--- src/adc_setup_pkg.sv ---
package adc_setup_pkg;
    localparam int CHAN_W = 5;
    localparam int CHAN_COUNT = 17;
    localparam int PREF_W = 2;
    localparam int CLKSEL_W = 3;
    localparam int RESULT_W = 10;
    // Positive reference codes
    localparam logic [1:0] PREF_PIN = 2'h0;
    localparam logic [1:0] PREF_SUPPLY = 2'h1;
    localparam logic [1:0] PREF_FIXED_2048 = 2'h2;
    localparam logic [1:0] PREF_FIXED_4096 = 2'h3;
    // Conversion clock codes; 3'h6 selects the dedicated RC oscillator, 3'h7 stops the clock
    localparam logic [2:0] CLK_DIV2 = 3'h0;
    localparam logic [2:0] CLK_DIV64 = 3'h5;
    localparam logic [2:0] CLK_RC = 3'h6;
    // Channel codes of the internal sources
    localparam logic [4:0] CHAN_TEMP = 5'h0E;
    localparam logic [4:0] CHAN_DAC = 5'h0F;
    localparam logic [4:0] CHAN_FIXED_BUF = 5'h10;
    // Conversion length in half bit periods: 11.5 periods
    localparam int HALF_PERIODS = 23;
    localparam int HALF_W = 5;
    // Odd half periods below this one decide a bit, ten in all
    localparam int DECIDE_END = 21;
    // Settling delay after a channel change
    localparam int SETTLE_NS = 5000;
    localparam int CLK_PERIOD_NS = 10;
    localparam int SETTLE_CYCLES = (SETTLE_NS + CLK_PERIOD_NS - 1) / CLK_PERIOD_NS;
    localparam int SETTLE_W = 12;

    typedef struct packed {
        logic [4:0] input_channel_select;
        logic [1:0] positive_reference_select;
        logic negative_reference_select;
        logic [2:0] conversion_clock_select;
    } setup_t;

    typedef struct packed {
        logic [16:0] channel_onehot;
        logic [3:0] pos_ref_onehot;
        logic neg_ref_is_pin;
    } route_t;

    // Decode of a channel code into a one-hot mux select
    function automatic logic [16:0] chan_onehot(input logic [4:0] ch);
        logic [16:0] r;
        r = 17'h00000;
        if (ch < 5'h11) begin
            r[ch] = 1'b1;
        end
        return r;
    endfunction : chan_onehot
endpackage : adc_setup_pkg

--- src/adc_conversion_setup_control.sv ---
`timescale 1ns/1ns
module adc_conversion_setup_control
    import adc_setup_pkg::*;
#(
    parameter int SETTLE = SETTLE_CYCLES,
    parameter bit LOW_VOLTAGE = 1'b0
) (
    input wire logic CLOCK_I,
    input wire logic RESET_N_I,
    input wire setup_t SETUP_I,
    input wire logic START_I,
    input wire logic RC_OSC_I,
    input wire logic COMPARATOR_I,
    output route_t ROUTE_O,
    output logic SAMPLE_O,
    output logic BUSY_O,
    output logic SETTLING_O,
    output logic DONE_O,
    output logic [9:0] RESULT_O
);
    typedef enum logic [2:0] {
        IDLE = 3'b001,
        WAIT = 3'b010,
        CONV = 3'b100
    } state_t;

    // Registered state and its next values
    state_t state_q;
    state_t state_d;
    logic [4:0] chan_q;
    logic [4:0] chan_d;
    logic [SETTLE_W-1:0] settle_q;
    logic [SETTLE_W-1:0] settle_d;
    logic [HALF_W-1:0] half_q;
    logic [HALF_W-1:0] half_d;
    logic [9:0] sar_q;
    logic [9:0] sar_d;
    logic [9:0] res_q;
    logic [9:0] res_d;
    logic done_q;
    logic done_d;
    route_t route_q;
    route_t route_d;
    // Synchroniser stages
    logic rc_s1_q;
    logic rc_s2_q;
    logic rc_s3_q;
    logic cmp_s1_q;
    logic cmp_s2_q;
    // Decoded strobes
    logic rc_tick;
    logic conv_run;
    logic half_tick;
    logic settled;
    logic decide;
    logic last_half;
    logic [3:0] bit_idx;

    // RC oscillator and comparator arrive asynchronously; three flops for the RC oscillator, two for the comparator
    always_ff @(posedge CLOCK_I) begin
        if (!RESET_N_I) begin
            rc_s1_q <= 1'b0;
            rc_s2_q <= 1'b0;
            rc_s3_q <= 1'b0;
            cmp_s1_q <= 1'b0;
            cmp_s2_q <= 1'b0;
        end else begin
            rc_s1_q <= RC_OSC_I;
            rc_s2_q <= rc_s1_q;
            rc_s3_q <= rc_s2_q;
            cmp_s1_q <= COMPARATOR_I;
            cmp_s2_q <= cmp_s1_q;
        end
    end

    // Third RC stage only feeds the edge detector, never the first stage
    assign rc_tick = rc_s2_q ^ rc_s3_q;
    assign conv_run = state_q == CONV;

    conv_clock_gen u_clk (
        .clk_i(CLOCK_I),
        .rst_n_i(RESET_N_I),
        .sel_i(SETUP_I.conversion_clock_select),
        .rc_tick_i(rc_tick),
        .run_i(conv_run),
        .half_tick_o(half_tick)
    );

    // Bit decided at each odd half period below DECIDE_END, ten in all; bit 9 first
    assign bit_idx = 4'(9 - ((half_q - 5'h01) >> 1));
    assign settled = (settle_q == '0) && (SETUP_I.input_channel_select == chan_q);
    assign decide = half_tick && half_q[0] && (half_q < HALF_W'(DECIDE_END));
    assign last_half = half_tick && (half_q == HALF_W'(HALF_PERIODS - 1));

    // Channel tracker: any change of the field restarts the settling interval
    always_comb begin
        chan_d = SETUP_I.input_channel_select;
        settle_d = settle_q;
        if (SETUP_I.input_channel_select != chan_q) begin
            settle_d = SETTLE_W'(SETTLE);
        end else if (settle_q != '0) begin
            settle_d = settle_q - 1'b1;
        end
    end

    always_ff @(posedge CLOCK_I) begin
        if (!RESET_N_I) begin
            chan_q <= 5'h00;
            settle_q <= '0;
        end else begin
            chan_q <= chan_d;
            settle_q <= settle_d;
        end
    end

    // Sequencer: deferred start, then a fixed count of half periods
    always_comb begin
        state_d = state_q;
        half_d = half_q;
        unique case (state_q)
            IDLE: begin
                if (START_I) begin
                    state_d = WAIT;
                end
            end
            WAIT: begin
                // Deferred rather than dropped, so software need not retry
                if (settled) begin
                    state_d = CONV;
                    half_d = '0;
                end
            end
            CONV: begin
                if (half_tick) begin
                    half_d = half_q + 1'b1;
                end
                if (last_half) begin
                    state_d = IDLE;
                end
            end
            default: begin
                state_d = IDLE;
            end
        endcase
    end

    always_ff @(posedge CLOCK_I) begin
        if (!RESET_N_I) begin
            state_q <= IDLE;
            half_q <= '0;
        end else begin
            state_q <= state_d;
            half_q <= half_d;
        end
    end

    // Trial register: keep or drop the trial bit, then try the next one down
    always_comb begin
        sar_d = sar_q;
        if (state_q == WAIT && settled) begin
            sar_d = 10'h200;
        end else if (state_q == CONV && decide) begin
            if (!cmp_s2_q) begin
                sar_d[bit_idx] = 1'b0;
            end
            if (bit_idx != 4'h0) begin
                sar_d[bit_idx - 4'h1] = 1'b1;
            end
        end
    end

    always_ff @(posedge CLOCK_I) begin
        if (!RESET_N_I) begin
            sar_q <= 10'h000;
        end else begin
            sar_q <= sar_d;
        end
    end

    // Result holds until the next conversion ends, so software may read late
    always_comb begin
        res_d = res_q;
        done_d = 1'b0;
        if (state_q == CONV && last_half) begin
            res_d = sar_q;
            done_d = 1'b1;
        end
    end

    always_ff @(posedge CLOCK_I) begin
        if (!RESET_N_I) begin
            res_q <= 10'h000;
            done_q <= 1'b0;
        end else begin
            res_q <= res_d;
            done_q <= done_d;
        end
    end

    // Routing registered so switches move once per edge; 4.096V maps to supply on low-voltage parts
    always_comb begin
        route_d.channel_onehot = chan_onehot(SETUP_I.input_channel_select);
        route_d.pos_ref_onehot = 4'h0;
        if (LOW_VOLTAGE && SETUP_I.positive_reference_select == PREF_FIXED_4096) begin
            route_d.pos_ref_onehot[PREF_SUPPLY] = 1'b1;
        end else begin
            route_d.pos_ref_onehot[SETUP_I.positive_reference_select] = 1'b1;
        end
        route_d.neg_ref_is_pin = SETUP_I.negative_reference_select;
    end

    always_ff @(posedge CLOCK_I) begin
        if (!RESET_N_I) begin
            route_q <= '{channel_onehot: 17'h00001, pos_ref_onehot: 4'h1, neg_ref_is_pin: 1'b0};
        end else begin
            route_q <= route_d;
        end
    end

    assign ROUTE_O = route_q;

    assign SAMPLE_O = (state_q == CONV) && (half_q == '0);
    assign BUSY_O = state_q != IDLE;
    assign SETTLING_O = settle_q != '0;
    assign DONE_O = done_q;
    assign RESULT_O = res_q;
endmodule : adc_conversion_setup_control

--- src/conv_clock_gen.sv ---
`timescale 1ns/1ns
// Makes one-cycle half-bit-period ticks from a divider or the RC oscillator
module conv_clock_gen
    import adc_setup_pkg::*;
(
    input wire logic clk_i,
    input wire logic rst_n_i,
    input wire logic [2:0] sel_i,
    input wire logic rc_tick_i,
    input wire logic run_i,
    output logic half_tick_o
);
    logic [5:0] div_q;
    logic [5:0] div_d;
    logic [5:0] half_limit;

    // Half of divisor 2^(sel+1) is 2^sel system cycles
    always_comb begin
        half_limit = 6'h01 << sel_i;
        div_d = div_q;
        half_tick_o = 1'b0;
        if (!run_i) begin
            div_d = 6'h00;
        end else if (sel_i == CLK_RC) begin
            half_tick_o = rc_tick_i;
        end else if (sel_i <= CLK_DIV64) begin
            if (div_q == half_limit - 6'h01) begin
                div_d = 6'h00;
                half_tick_o = 1'b1;
            end else begin
                div_d = div_q + 6'h01;
            end
        end
    end

    always_ff @(posedge clk_i) begin
        if (!rst_n_i) begin
            div_q <= 6'h00;
        end else begin
            div_q <= div_d;
        end
    end
endmodule : conv_clock_gen

--- config.mk ---
export PLATFORM = sky130hd
export DESIGN_NAME = adc_conversion_setup_control
export DESIGN_NICKNAME = d
export VERILOG_FILES = /design/src/adc_setup_pkg.sv /design/src/adc_conversion_setup_control.sv /design/src/conv_clock_gen.sv
export SDC_FILE = /design/constraint.sdc
export NUM_CORES = 1
export LEC_CHECK = 0
export BUFFER_PORTS_ARGS = -buffer_cell sky130_fd_sc_hd__buf_2
export CAP_MARGIN = 5
export CORE_MARGIN = 10
export CORE_UTILIZATION = 45
export DETAILED_ROUTE_END_ITERATION = 8
export GPL_ROUTABILITY_DRIVEN = 0
export GPL_TIMING_DRIVEN = 0
export PLACE_DENSITY = 0.64
export SETUP_SLACK_MARGIN = 0.15
export SLEW_MARGIN = 20
export SYNTH_ARGS = -nofsm -noshare
export SYNTH_HDL_FRONTEND = slang
export SYNTH_SLANG_ARGS = --single-unit
export TNS_END_PERCENT = 10
--- constraint.sdc ---
create_clock -name CLOCK_I -period 8.4 [get_ports CLOCK_I]
set_clock_uncertainty 0.15 [all_clocks]
set_input_delay 1.68 -clock CLOCK_I [delete_from_list [all_inputs] [get_ports CLOCK_I]]
set_output_delay 1.68 -clock CLOCK_I [all_outputs]
set_load 0.05 [all_outputs]
**After elaboration in Yosys (flattened, before gate mapping)**

Cells that the tools add are included.

- Reduce and logical (&&, ||, !) cells: 26
- Mux-type cells: 30
- Shift-type cells: 1
- Divide/modulo/power cells: 0
- Equal/unequal tests: 13
- Bitwise logic cells: 6
- Add/subtract/negate cells: 7
- $mul: 0
- Magnitude comparators: 11

Operator list:

| cell | number |
|---|---|
| 10-bit two-way mux | 6 |
| 9-bit two-way mux | 2 |
| 1-bit logical AND | 12 |
| 12-bit logical NOT | 1 |
| 12-bit nonzero test | 1 |
| 12-bit by 1-bit subtractor with 12-bit output (second input constant) | 1 |
| 10-bit bitwise AND | 1 |
| 4-bit by 5-bit < comparator with 1-bit output (second input constant) | 2 |
| 5-bit < comparator (second input constant) | 2 |
| 1-bit two-way mux | 10 |
| 5-bit two-way mux | 2 |
| 10-bit NOT | 1 |
| 10-bit OR | 1 |
| 5-bit one-hot mux with 2 select lines | 1 |
| 3-bit two-way mux | 3 |
| 3-bit one-hot mux with 3 select lines | 1 |
| 1-bit demux with 4-bit select | 2 |
| 4-bit by 1-bit >= comparator with 1-bit output (second input constant) | 2 |
| 2-bit != test (second input constant) | 4 |
| 6-bit by 1-bit adder with 6-bit output (second input constant) | 1 |
| 3-bit equality test (second input constant) | 2 |
| 6-bit equality test | 1 |
| 5-bit by 6-bit < comparator with 1-bit output (second input constant) | 1 |
| 6-bit two-way mux | 1 |
| 26 further kinds | 33 |

- Flip-flop bits (word level): 79
- Input bits: 16
- Output and inout bits: 36
- Latch bits: 0
- RAM bits: 0
- Memories: 0
- ROM bits: 0
- Logic and storage cells: 113

**Depth between registers and ports, before layout**

Gate-level depths: netlist of run 1.

- Word-level depth: 16
- Mapped depth: 11
- Gate-level depth less buffers: 10

**Hierarchy**

From an unflattened synthesis of run 1, not the netlist that was laid out.

- Cells, all modules: 409
- Area total of the unflattened synthesis: 3631.0 um2

Modules (own cells, without submodules):

| module | cells an instance | seq. area each (um2) | instances | area an instance (um2) |
|---|---|---|---|---|
| adc_conversion_setup_control | 357 | 1461.4 | 1 | 3195.6 |
| conv_clock_gen | 52 | 120.1 | 1 | 435.4 |

**Least setup slack after synthesis of run 1**

OpenSTA, ideal clock, no wires.

- Kind: input port to flip-flop
- Start: input SETUP_I[2] in the netlist's numbering
- End: register sar_q[1]
- Library setup time: 0.116 ns
- Setup slack: 3.960 ns
- Stages: 10
- Data arrival time: 4.174 ns
- Required time: 8.134 ns
- Buffers on the path: 2
- Cells stage by stage: buf_4 or3_2 ha_1 or4b_1 o311ai_0 xor2_1 o32a_2 buf_6 o311a_1 a41o_1

- Cells in the longest elaborated chain, start to end: 10
- Elaborated cells between the ends (all ways): 12
- Those cells by class: add/sub (1); order compare (1); eq/ne (2); shift (1); mux (4); reduce/logical (3)

RTL lines:

| item | line | RTL |
|---|---|---|
| from (decl) | adc_conversion_setup_control.sv:10 | `input wire setup_t SETUP_I,` |
| 1-bit by 3-bit << shifter with 6-bit output | conv_clock_gen.sv:19 | `half_limit = 6'h01 << sel_i;` |
| 6-bit by 1-bit subtractor with 6-bit output | conv_clock_gen.sv:27 | `if (div_q == half_limit - 6'h01) begin` |
| 6-bit equality test | conv_clock_gen.sv:27 |  |
| 1-bit two-way mux | conv_clock_gen.sv:27 |  |
| 1-bit two-way mux | conv_clock_gen.sv:26 | `end else if (sel_i <= CLK_DIV64) begin` |
| 1-bit two-way mux (*) | conv_clock_gen.sv:24 | `end else if (sel_i == CLK_RC) begin` |
| 1-bit two-way mux (*) | conv_clock_gen.sv:22 | `if (!run_i) begin` |
| 1-bit logical AND (*) (2 in series) | adc_conversion_setup_control.sv:92 | `assign decide = half_tick && half_q[0] && (half_q < HALF_W'(DECIDE_END));` |
| 1-bit logical AND (*) | adc_conversion_setup_control.sv:162 | `end else if (state_q == CONV && decide) begin` |
| to (signal assigned) | adc_conversion_setup_control.sv:176 | `sar_q <= sar_d;` |
| to (decl) | adc_conversion_setup_control.sv:36 | `logic [9:0] sar_q;` |

Mark *: on every way between the ends. The rest lies on a longest branch, timed or not.
A chain may end at the register's enable or synchronous reset.

**Worst setup path after layout of run 1**

- Start: input SETUP_I[2] in the netlist's numbering
- End: register res_q[6] (netlist: RESULT_O[6])

- Cells in the longest elaborated chain, start to end: 9
- Elaborated cells between the ends (all ways): 11
- Those cells by class: add/sub (1); order compare (1); eq/ne (2); shift (1); mux (4); reduce/logical (2)

RTL lines:

| item | line | RTL |
|---|---|---|
| 1-bit by 3-bit << shifter with 6-bit output | conv_clock_gen.sv:19 |  |
| 6-bit by 1-bit subtractor with 6-bit output | conv_clock_gen.sv:27 |  |
| 6-bit equality test | conv_clock_gen.sv:27 |  |
| 1-bit two-way mux | conv_clock_gen.sv:27 |  |
| 1-bit two-way mux | conv_clock_gen.sv:26 |  |
| 1-bit two-way mux (*) | conv_clock_gen.sv:24 |  |
| 1-bit two-way mux (*) | conv_clock_gen.sv:22 |  |
| 1-bit logical AND (*) | adc_conversion_setup_control.sv:93 | `assign last_half = half_tick && (half_q == HALF_W'(HALF_PERIODS - 1));` |
| 1-bit logical AND (*) | adc_conversion_setup_control.sv:184 | `if (state_q == CONV && last_half) begin` |
| to (signal assigned) | adc_conversion_setup_control.sv:195 | `res_q <= res_d;` |
| to (decl) | adc_conversion_setup_control.sv:38 | `logic [9:0] res_q;` |

Marks and branches as above.

==> results, run 1 <==
- The number of hold buffers added after CTS is 0.
- Counting the buffers created by CTS gives 9.
- The setup TNS is 0 ns.
- Of the total power, combinational logic draws 0.075.
- The switching power share of the total is 0.261.
- The proportion of layout cells with a drive suffix above 1 is 0.182.
- The flow ran to the end, and the final reports show no timing, DRC or antenna violations.
- The worst setup timing slack at the placement stage is 3.46 ns.
- The total power after layout is 0.000737 W.
- The startpoint type of the worst setup path is an input port.
- The share of total power dissipated in sequential elements is 0.524.
- The initial core utilization is 0.462.
- The region available for standard cell placement spans 7690 sq um.
- The sequential area share after synthesis is 0.445.
- The routed via count divided by cell count is 5.40.
- In the layout the commonest cells are sky130_fd_sc_hd__dfxtp_1 (79), sky130_fd_sc_hd__buf_2 (50), sky130_fd_sc_hd__nand2_1 (48).
- The power density relative to cell area is 179 nW/um^2.
- The compound-cell area share of the yosys netlist came to 0.114.
- Summed over all layers, the routed wires come to 7830 um.
- In this run the horizontal extent of the chip is 109 um.
- After detailed routing, the average wire length per cell comes to 14.0 um.
- The cell count after synthesis came out at 393.
- Compared with the post-synthesis result, the final layout area differs by 16.1%.
- The post-route fraction of the period consumed by the critical path is 0.541.
- The largest fanout on the critical path is 10.
- The slack of the critical path is 3.86 ns.
- The first-pass GRT wire length is 13400 um.
- The post-CTS setup-driven buffer insertion count is 0.
- After synthesis, the share of flip-flops with an asynchronous set or reset is 0.
- The count of final max-slew check failures came to 0.
- The count of input and output buffers is 47.
- The number of enable flip-flop cells after synthesis is 0.
- In this run the power spent charging and discharging nets is 0.000192 W.
- Setup repair after global routing left no endpoint under its margin.
- The cell row count is 32.
- Of the total synthesized cell area, the portion taken by XOR and XNOR cells is 0.0683.
- The flip-flop and latch count after synthesis is 79.
- The via count of the first global-routing pass is 2871.
- Counting both buffers and inverters, the worst setup path holds a total of 3.
- The adder and majority gate portion of the synthesized area is 0.0317.
- In the synthesized netlist the dominant register cell turns out to be sky130_fd_sc_hd__dfxtp_1.
- The root buffer cell is sky130_fd_sc_hd__clkbuf_8.
- The total of cells resized after clock tree synthesis is 0.
- Across every metal layer, demand over resource in global routing totals 0.138.
- Walking the worst path, the cells encountered are buf_2 -> buf_4 -> or3_2 -> ha_1 -> or4b_1 -> o311ai_0 -> xor2_1 -> o32ai_1 -> and3_1 -> buf_6 -> mux2i_1.
- Yosys printed 0 warnings.
- The number of diodes is 0.
- The worst supply voltage drop on vdd is 0.000115 V.
- Detailed placement ended at an HPWL of 5820 um.
- In this design, the stage delay of the slowest critical-path cell is 0.51 ns.
- The per-instance average area after synthesis is 9.04 sq um.
- Of the total power, the clock network draws 0.401.
- After global routing the overflow that remains totals 0.
- The worst setup path is of the in -> reg kind.
- Timing would allow up to 220 MHz.
- The endpoint type of the worst setup path is a flop.
- The clock tree from TritonCTS is yes.
- The clock-pin transition on the worst setup and hold timing paths is 0.09 ns.
- The count of final setup violators is 0.
- The iteration count of the initial detailed-routing pass is 5.
- The initial antenna violation count is 0.
- For this run, design rule violations remaining after detail routing come to 0.
- The worst pin sits at a relative slew slack of 0.454.
- The area of the mapped netlist is 3550 sq um.
- At the pin with the least slew margin, the transition time is 0.816 ns.
- Of the total synthesized cell area, the portion taken by AND, OR, NAND and NOR gates is 0.261.
- The multiplexer share of the synthesized area is 0.0313.
- The clock period minus final worst setup slack is 4.54 ns.
- The overall die height is 109 um.
- The data required time at the worst endpoint is 8.54 ns.
- The finished cells cover 4120 sq um.
- The violation count after the first detailed-routing iteration is 159.
- The count of distinct cell types in the synthesized netlist is 56.
- Cell internal power was estimated by the tool at 0.000544 W.
- The number of max-cap violations is 0.
- The placed instances occupy a cell area of 3920 sq um.
- By area, the combinational part of the netlist is dominated by simple AND/OR/NAND/NOR gates.
- The critical path data arrival time is 4.68 ns.
- The slowest stage of the critical path is the sky130_fd_sc_hd__or4b_1 cell.
- The path class of the tightest hold or removal check is reg -> reg.
- The final antenna-violating net count is 0.
- The sequential cell area is 1580 sq um.
- The maximum level of the CTS H-tree is 3.
- The leading cell type in the layout, fill and taps excluded is sky130_fd_sc_hd__dfxtp_1.
- The I/O pin count is 52.
- Summing all multi-input logic gate instances after layout gives 1800 sq um.
- Among cell families on the critical path, the largest total delay comes from simple AND/OR/NAND/NOR gates.
- After filler insertion, the fill cell instance count of the layout stands at 764.
- Synthesis produced a netlist with a net count of 418.
- Entering global routing, the biggest net connects 17 pins.
- For the worst-skew pair, the clock arrives at the later sink with an insertion delay of 0.35 ns.
- Clock tree synthesis found a total of 79 sinks.
- The number of buffers between clock root and the deepest sink is 2.
- The net count of the finished layout is 476.
- The hold violation total from the final report came to 0.
- The total via count after detailed routing is 3015.
- The area of the die is 11800 sq um.
- The leakage power is 1.61 nW.
==> routing by layer <==
metal  share of wire  global-route usage
met1            0.44               0.163
met4           0.010              0.0480
met5               0                   0
met2            0.46               0.222
met3           0.082              0.0572
==> cells by family (layout without fill, tap and decap cells) <==
| family | after synthesis | count (layout) |
|---|---|---|
| fa+ha+maj | 9 | 9 |
| xor+xnor | 26 | 26 |
| mux | 11 | 11 |
| flops | 79 | 79 |
| simple gates | 177 | 177 |
| buf+inv | 32 | 95 |
| compound gates | 59 | 59 |
==> sequential cells by signal (all words and copies together) (netlist names), 3 cells and up <==
register and cells:
settle_q 12, state_q 3, sar_q 10, u_clk.div_q 6, chan_q 5, ROUTE_O 22
RESULT_O 10, half_q 5
==> cells in the mapped netlist (6+ instances only) <==
library cell / instances / area share
sky130_fd_sc_hd__inv_1: 9 / 0.0095
sky130_fd_sc_hd__nand2_1: 48 / 0.051
sky130_fd_sc_hd__o21ai_0: 9 / 0.013
sky130_fd_sc_hd__nor2_1: 35 / 0.037
sky130_fd_sc_hd__nor3_1: 14 / 0.020
sky130_fd_sc_hd__nor4_1: 12 / 0.021
sky130_fd_sc_hd__or4_1: 7 / 0.015
sky130_fd_sc_hd__and2_1: 13 / 0.023
sky130_fd_sc_hd__dfxtp_1: 79 / 0.45
sky130_fd_sc_hd__nand2b_1: 6 / 0.011
sky130_fd_sc_hd__xnor2_1: 14 / 0.035
sky130_fd_sc_hd__mux2i_1: 10 / 0.028
sky130_fd_sc_hd__ha_1: 9 / 0.032
sky130_fd_sc_hd__a21oi_1: 17 / 0.024
sky130_fd_sc_hd__nand3_1: 12 / 0.017
sky130_fd_sc_hd__xor2_1: 11 / 0.027
sky130_fd_sc_hd__clkbuf_1: 10 / 0.011
==> metrics by stage <==
stage,hold slack [ns],std cells,util
finish,0.288,558,0.536
global route,0.328,558,0.536
CTS,0.296,558,0.536
detailed placement,0.270,542,0.509
global placement,0.269,542,0.509
floorplan,0.262,393,-
==> final timing paths <==
kind	start	end	slack [ns]	cells after the start
worst max-delay path	SETUP_I[2]	RESULT_O[6]	3.86	11
worst min-delay path	cmp_s1_q	cmp_s2_q	0.29	1
worst max register to register	half_q[0]	sar_q[5]	5.17	9
worst min register to register	cmp_s1_q	cmp_s2_q	0.29	1
==> power by group through the flow <==
stage	registers (W)	clock network, W	logic [W]
after CTS	0.000386	0.000306	0.0000555
final	0.000386	0.000296	0.0000549
after global routing	0.000387	0.000322	0.0000608
after detailed placement	0.000395	0	0.0000553
after global placement	0.000394	0	0.0000544
after floorplan	0.000402	0	0.0000328
==> final cells by class <==
| cell class | count | area share |
|---|---|---|
| Sequential cell | 79 | 0.384 |
| Multi-Input combinational cell | 282 | 0.436 |
| Tap cell | 102 | 0.0310 |
| Clock buffer | 9 | 0.0300 |
| Buffer | 21 | 0.0319 |
| Timing Repair Buffer | 47 | 0.0571 |
| Inverter | 11 | 0.0100 |
| Clock inverter | 7 | 0.0203 |
(Power assumes the default switching activity.)
==> run 2: changes to the inputs <==
Settings changed: PLACE_DENSITY 0.64 to 0.67.
Clock period 8.4 ns to 3.8 ns, I/O delays scaled along.
==> results, run 2 (synthesis results as in run 1) <==
- Run status: completed (unchanged).
- The post-CTS setup-driven buffer insertion count was 0 (unchanged).
- The share of total power in sequential cells is 0.497 (was 0.524).
- The post-detailed-placement half-perimeter wirelength was 5960 um (was 5820 um).
- The share of total power in the clock network was 0.429 (was 0.401).
- The critical path data arrival time is 3.66 ns (was 4.68 ns).
- The number of buffers between clock root and the deepest sink is 2 (unchanged).
- The sequential cell area is 1580 sq um (unchanged).
- The met1 layer usage reported by global route is 0.168 (was 0.163).
- The cell area after placement came to 3920 sq um (unchanged).
- The iteration count of the initial detailed-routing pass was 4 (was 5).
- The final routed wirelength across all metal layers is 8110 um (was 7830 um).
- The multi-input logic area is 1830 sq um (was 1800 sq um).
- The insertion delay to the later sink of the worst-skew pair is 0.36 ns (was 0.35 ns).
- The met2 track demand over resource in global routing was 0.228 (was 0.222).
- The worst min-delay path class was reg -> reg (unchanged).
- The remaining max-slew budget at the tightest pin is 0.428 (was 0.454).
- The post-route standard cell area excluding fillers came to 4190 sq um (was 4120 sq um).
- The first-pass GRT wire length was 13800 um (was 13400 um).
- The worst supply voltage drop on vdd came to 0.000332 V (was 0.000115 V).
- The highest clock frequency the design can meet is 281 MHz.
- The maximum level of the CTS H-tree was 3 (unchanged).
- The clock tree from TritonCTS is yes (unchanged).
- The number of diodes is 0 (unchanged).
- The cell row count is 32 (unchanged).
- The largest fanout on the critical path is 10 (unchanged).
- The number of fill cells in the layout is 740 (was 764).
- The I/O pin count is 52 (unchanged).
- The overall die height is 109 um (unchanged).
- The worst setup path startpoint is SETUP_I[2] (unchanged).
- The number of cells on the worst reg-to-reg path is 10 (was 9).
- The combinational share of power is 0.073 (was 0.075).
- The routed via count divided by cell count is 5.36 (was 5.40).
- The overall fraction of global-route tracks in use is 0.144 (was 0.138).
- The number of sinks driven by the clock tree is 79 (unchanged).
- The reg-to-reg critical path endpoint is sar_q[1] (was sar_q[5]).
- The startpoint type of the worst setup path was an input port (unchanged).
- The leading cell type in the layout, fill and taps excluded is sky130_fd_sc_hd__dfxtp_1 (unchanged).
- The clock period minus final worst setup slack is 3.55 ns.
- The via count of the first global-routing pass came to 2975 (was 2871).
- The net count of the finished layout is 476 (unchanged).
- The violation count after the first detailed-routing iteration is 126 (was 159).
- The met3 global-route usage is 0.0566 (was 0.0572).
- The busiest layer in global routing is met2 (unchanged).
- The pin count of the biggest net entering global routing is 17 (unchanged).
- The final antenna-violating net count is 0 (unchanged).
- The internal reg-to-reg setup slack is 0.52 ns (was 5.17 ns).
- The initial core utilization is 0.462 (unchanged).
- The internal power came to 0.00127 W (was 0.000544 W).
- The capture point of the worst path is sar_q[1] (was RESULT_O[6]).
- The net load switching power is 0.000442 W (was 0.000192 W).
- The clock-pin transition on the worst setup and hold timing paths is 0.09 ns (about the same).
- The switching power share of the total is 0.258 (was 0.261).
- The classification of the worst setup path is in -> reg (unchanged).
- The startpoint of the most critical register-to-register path is half_q[0] (unchanged).
- The area growth from synthesis to layout is 17.9% (was 16.1%).
- The data required time at the worst endpoint came to 3.91 ns (was 8.54 ns).
- The final standard cell count with taps included and fillers excluded is 558 (unchanged).
- The number of cells after detailed placement is 542 (unchanged).
- The count of input and output buffers is 47 (unchanged).
- The total via count after detailed routing is 2993 (was 3015).
- The leakage power is 1.63 nW (was 1.61 nW).
- Setup repair after global routing missed its margin: false (unchanged).
- The proportion of layout cells with a drive suffix above 1 is 0.186 (was 0.182).
- Top library cells by usage in the layout, fill and taps aside: sky130_fd_sc_hd__dfxtp_1 (79), sky130_fd_sc_hd__buf_2 (50), sky130_fd_sc_hd__nand2_1 (48) (unchanged).
- The number of buffers created by CTS is 9 (unchanged).
- The count of final setup violators was 0 (unchanged).
- The hold violation total from the final report is 0 (unchanged).
- The post-route fraction of the period consumed by the critical path is 0.935.
- The power density relative to cell area was 410 nW/um^2 (was 179 nW/um^2).
- The final routed DRC violation total is 0 (unchanged).
- The slew at the pin with the worst max-slew slack is 0.853 ns (was 0.816 ns).
- The count of final max-slew check failures is 0 (unchanged).
- The endpoint type of the worst setup path was a flop (unchanged).
- The area of the die is 11800 sq um (unchanged).
- The hold path startpoint is rc_s1_q (was cmp_s1_q).
- The initial antenna violation count was 0 (unchanged).
- The number of max-cap violations is 0 (unchanged).
- The width of the die was 109 um (unchanged).
- The number of flip-flops under the largest register name is 22 (unchanged).
- The root buffer cell is sky130_fd_sc_hd__clkbuf_8 (unchanged).
- The routed length per placed instance came to 14.5 um (was 14.0 um).
- The core outline area is 7690 sq um (unchanged).
- The leftover overflow at the end of global routing is 0 (unchanged).
==> run 2: how the worst min path moves through the flow <==
stage               endpoint  slack [ns]  cells past startpoint
floorplan           cmp_s2_q        0.26                      1
global placement    cmp_s2_q        0.27                      1
detailed placement   rc_s2_q        0.27                      1
CTS                  rc_s2_q        0.30                      1
global route         rc_s2_q        0.30                      1
finish               rc_s2_q        0.29                      1
==> run 2: power by group through the flow <==
stage               clock network, W  registers [W]  logic [W]
finish                      0.000737       0.000853   0.000126
global route                0.000786       0.000856   0.000140
CTS                         0.000749       0.000853   0.000124
detailed placement                 0       0.000873   0.000123
global placement                   0       0.000872   0.000120
floorplan                          0       0.000888  0.0000725
==> run 2: timing repair <==
action / 4_1_cts / 5_1_grt
endpoints found under the setup margin: 2 / 19
endpoints found under the hold margin: 0 / 0
gates resized for setup: 1 / 4
pin swaps: 0 / 1
hold buffers: 0 / 0
==> run 2: critical path, stage by stage <==
cell                       delay (ns)
sky130_fd_sc_hd__buf_2           0.12
sky130_fd_sc_hd__buf_4           0.16
sky130_fd_sc_hd__or3_2           0.47
sky130_fd_sc_hd__ha_1            0.26
sky130_fd_sc_hd__or4b_1          0.53
sky130_fd_sc_hd__o311ai_1        0.15
sky130_fd_sc_hd__xor2_1          0.24
sky130_fd_sc_hd__o32a_4          0.30
sky130_fd_sc_hd__buf_6           0.16
sky130_fd_sc_hd__o311a_1         0.32
sky130_fd_sc_hd__a41o_1          0.20
==> run 2: metrics by stage <==
stage	total power (W)	setup TNS [ns]	hold slack, ns	util	setup slack, ns
3_5_place_dp	0.000995	-3.34	0.273	0.509	-0.224
5_1_grt	0.00178	0	0.303	0.545	0.130
4_1_cts	0.00173	0	0.296	0.541	0.237
6_report	0.00172	0	0.291	0.545	0.246
2_1_floorplan	0.000961	0	0.262	-	0.280
3_3_place_gp	0.000992	-2.72	0.272	0.509	-0.179
==> run 2: layout make-up <==
cell class | count | area share
inverter | 11 | 0.00986
sequential | 79 | 0.378
buffer | 21 | 0.0314
clock inverter | 7 | 0.0266
clock buffer | 9 | 0.0296
multi-input combinational | 282 | 0.438
tap | 102 | 0.0305
timing repair buffer | 47 | 0.0562
==> run 2: layer usage <==
layer | routed length, um | vias to the layer above
met1 | 3560 | 1407
met4 | 127 | 0
li1 | - | 1506
met2 | 3700 | 70
met5 | 0 | -
met3 | 724 | 10
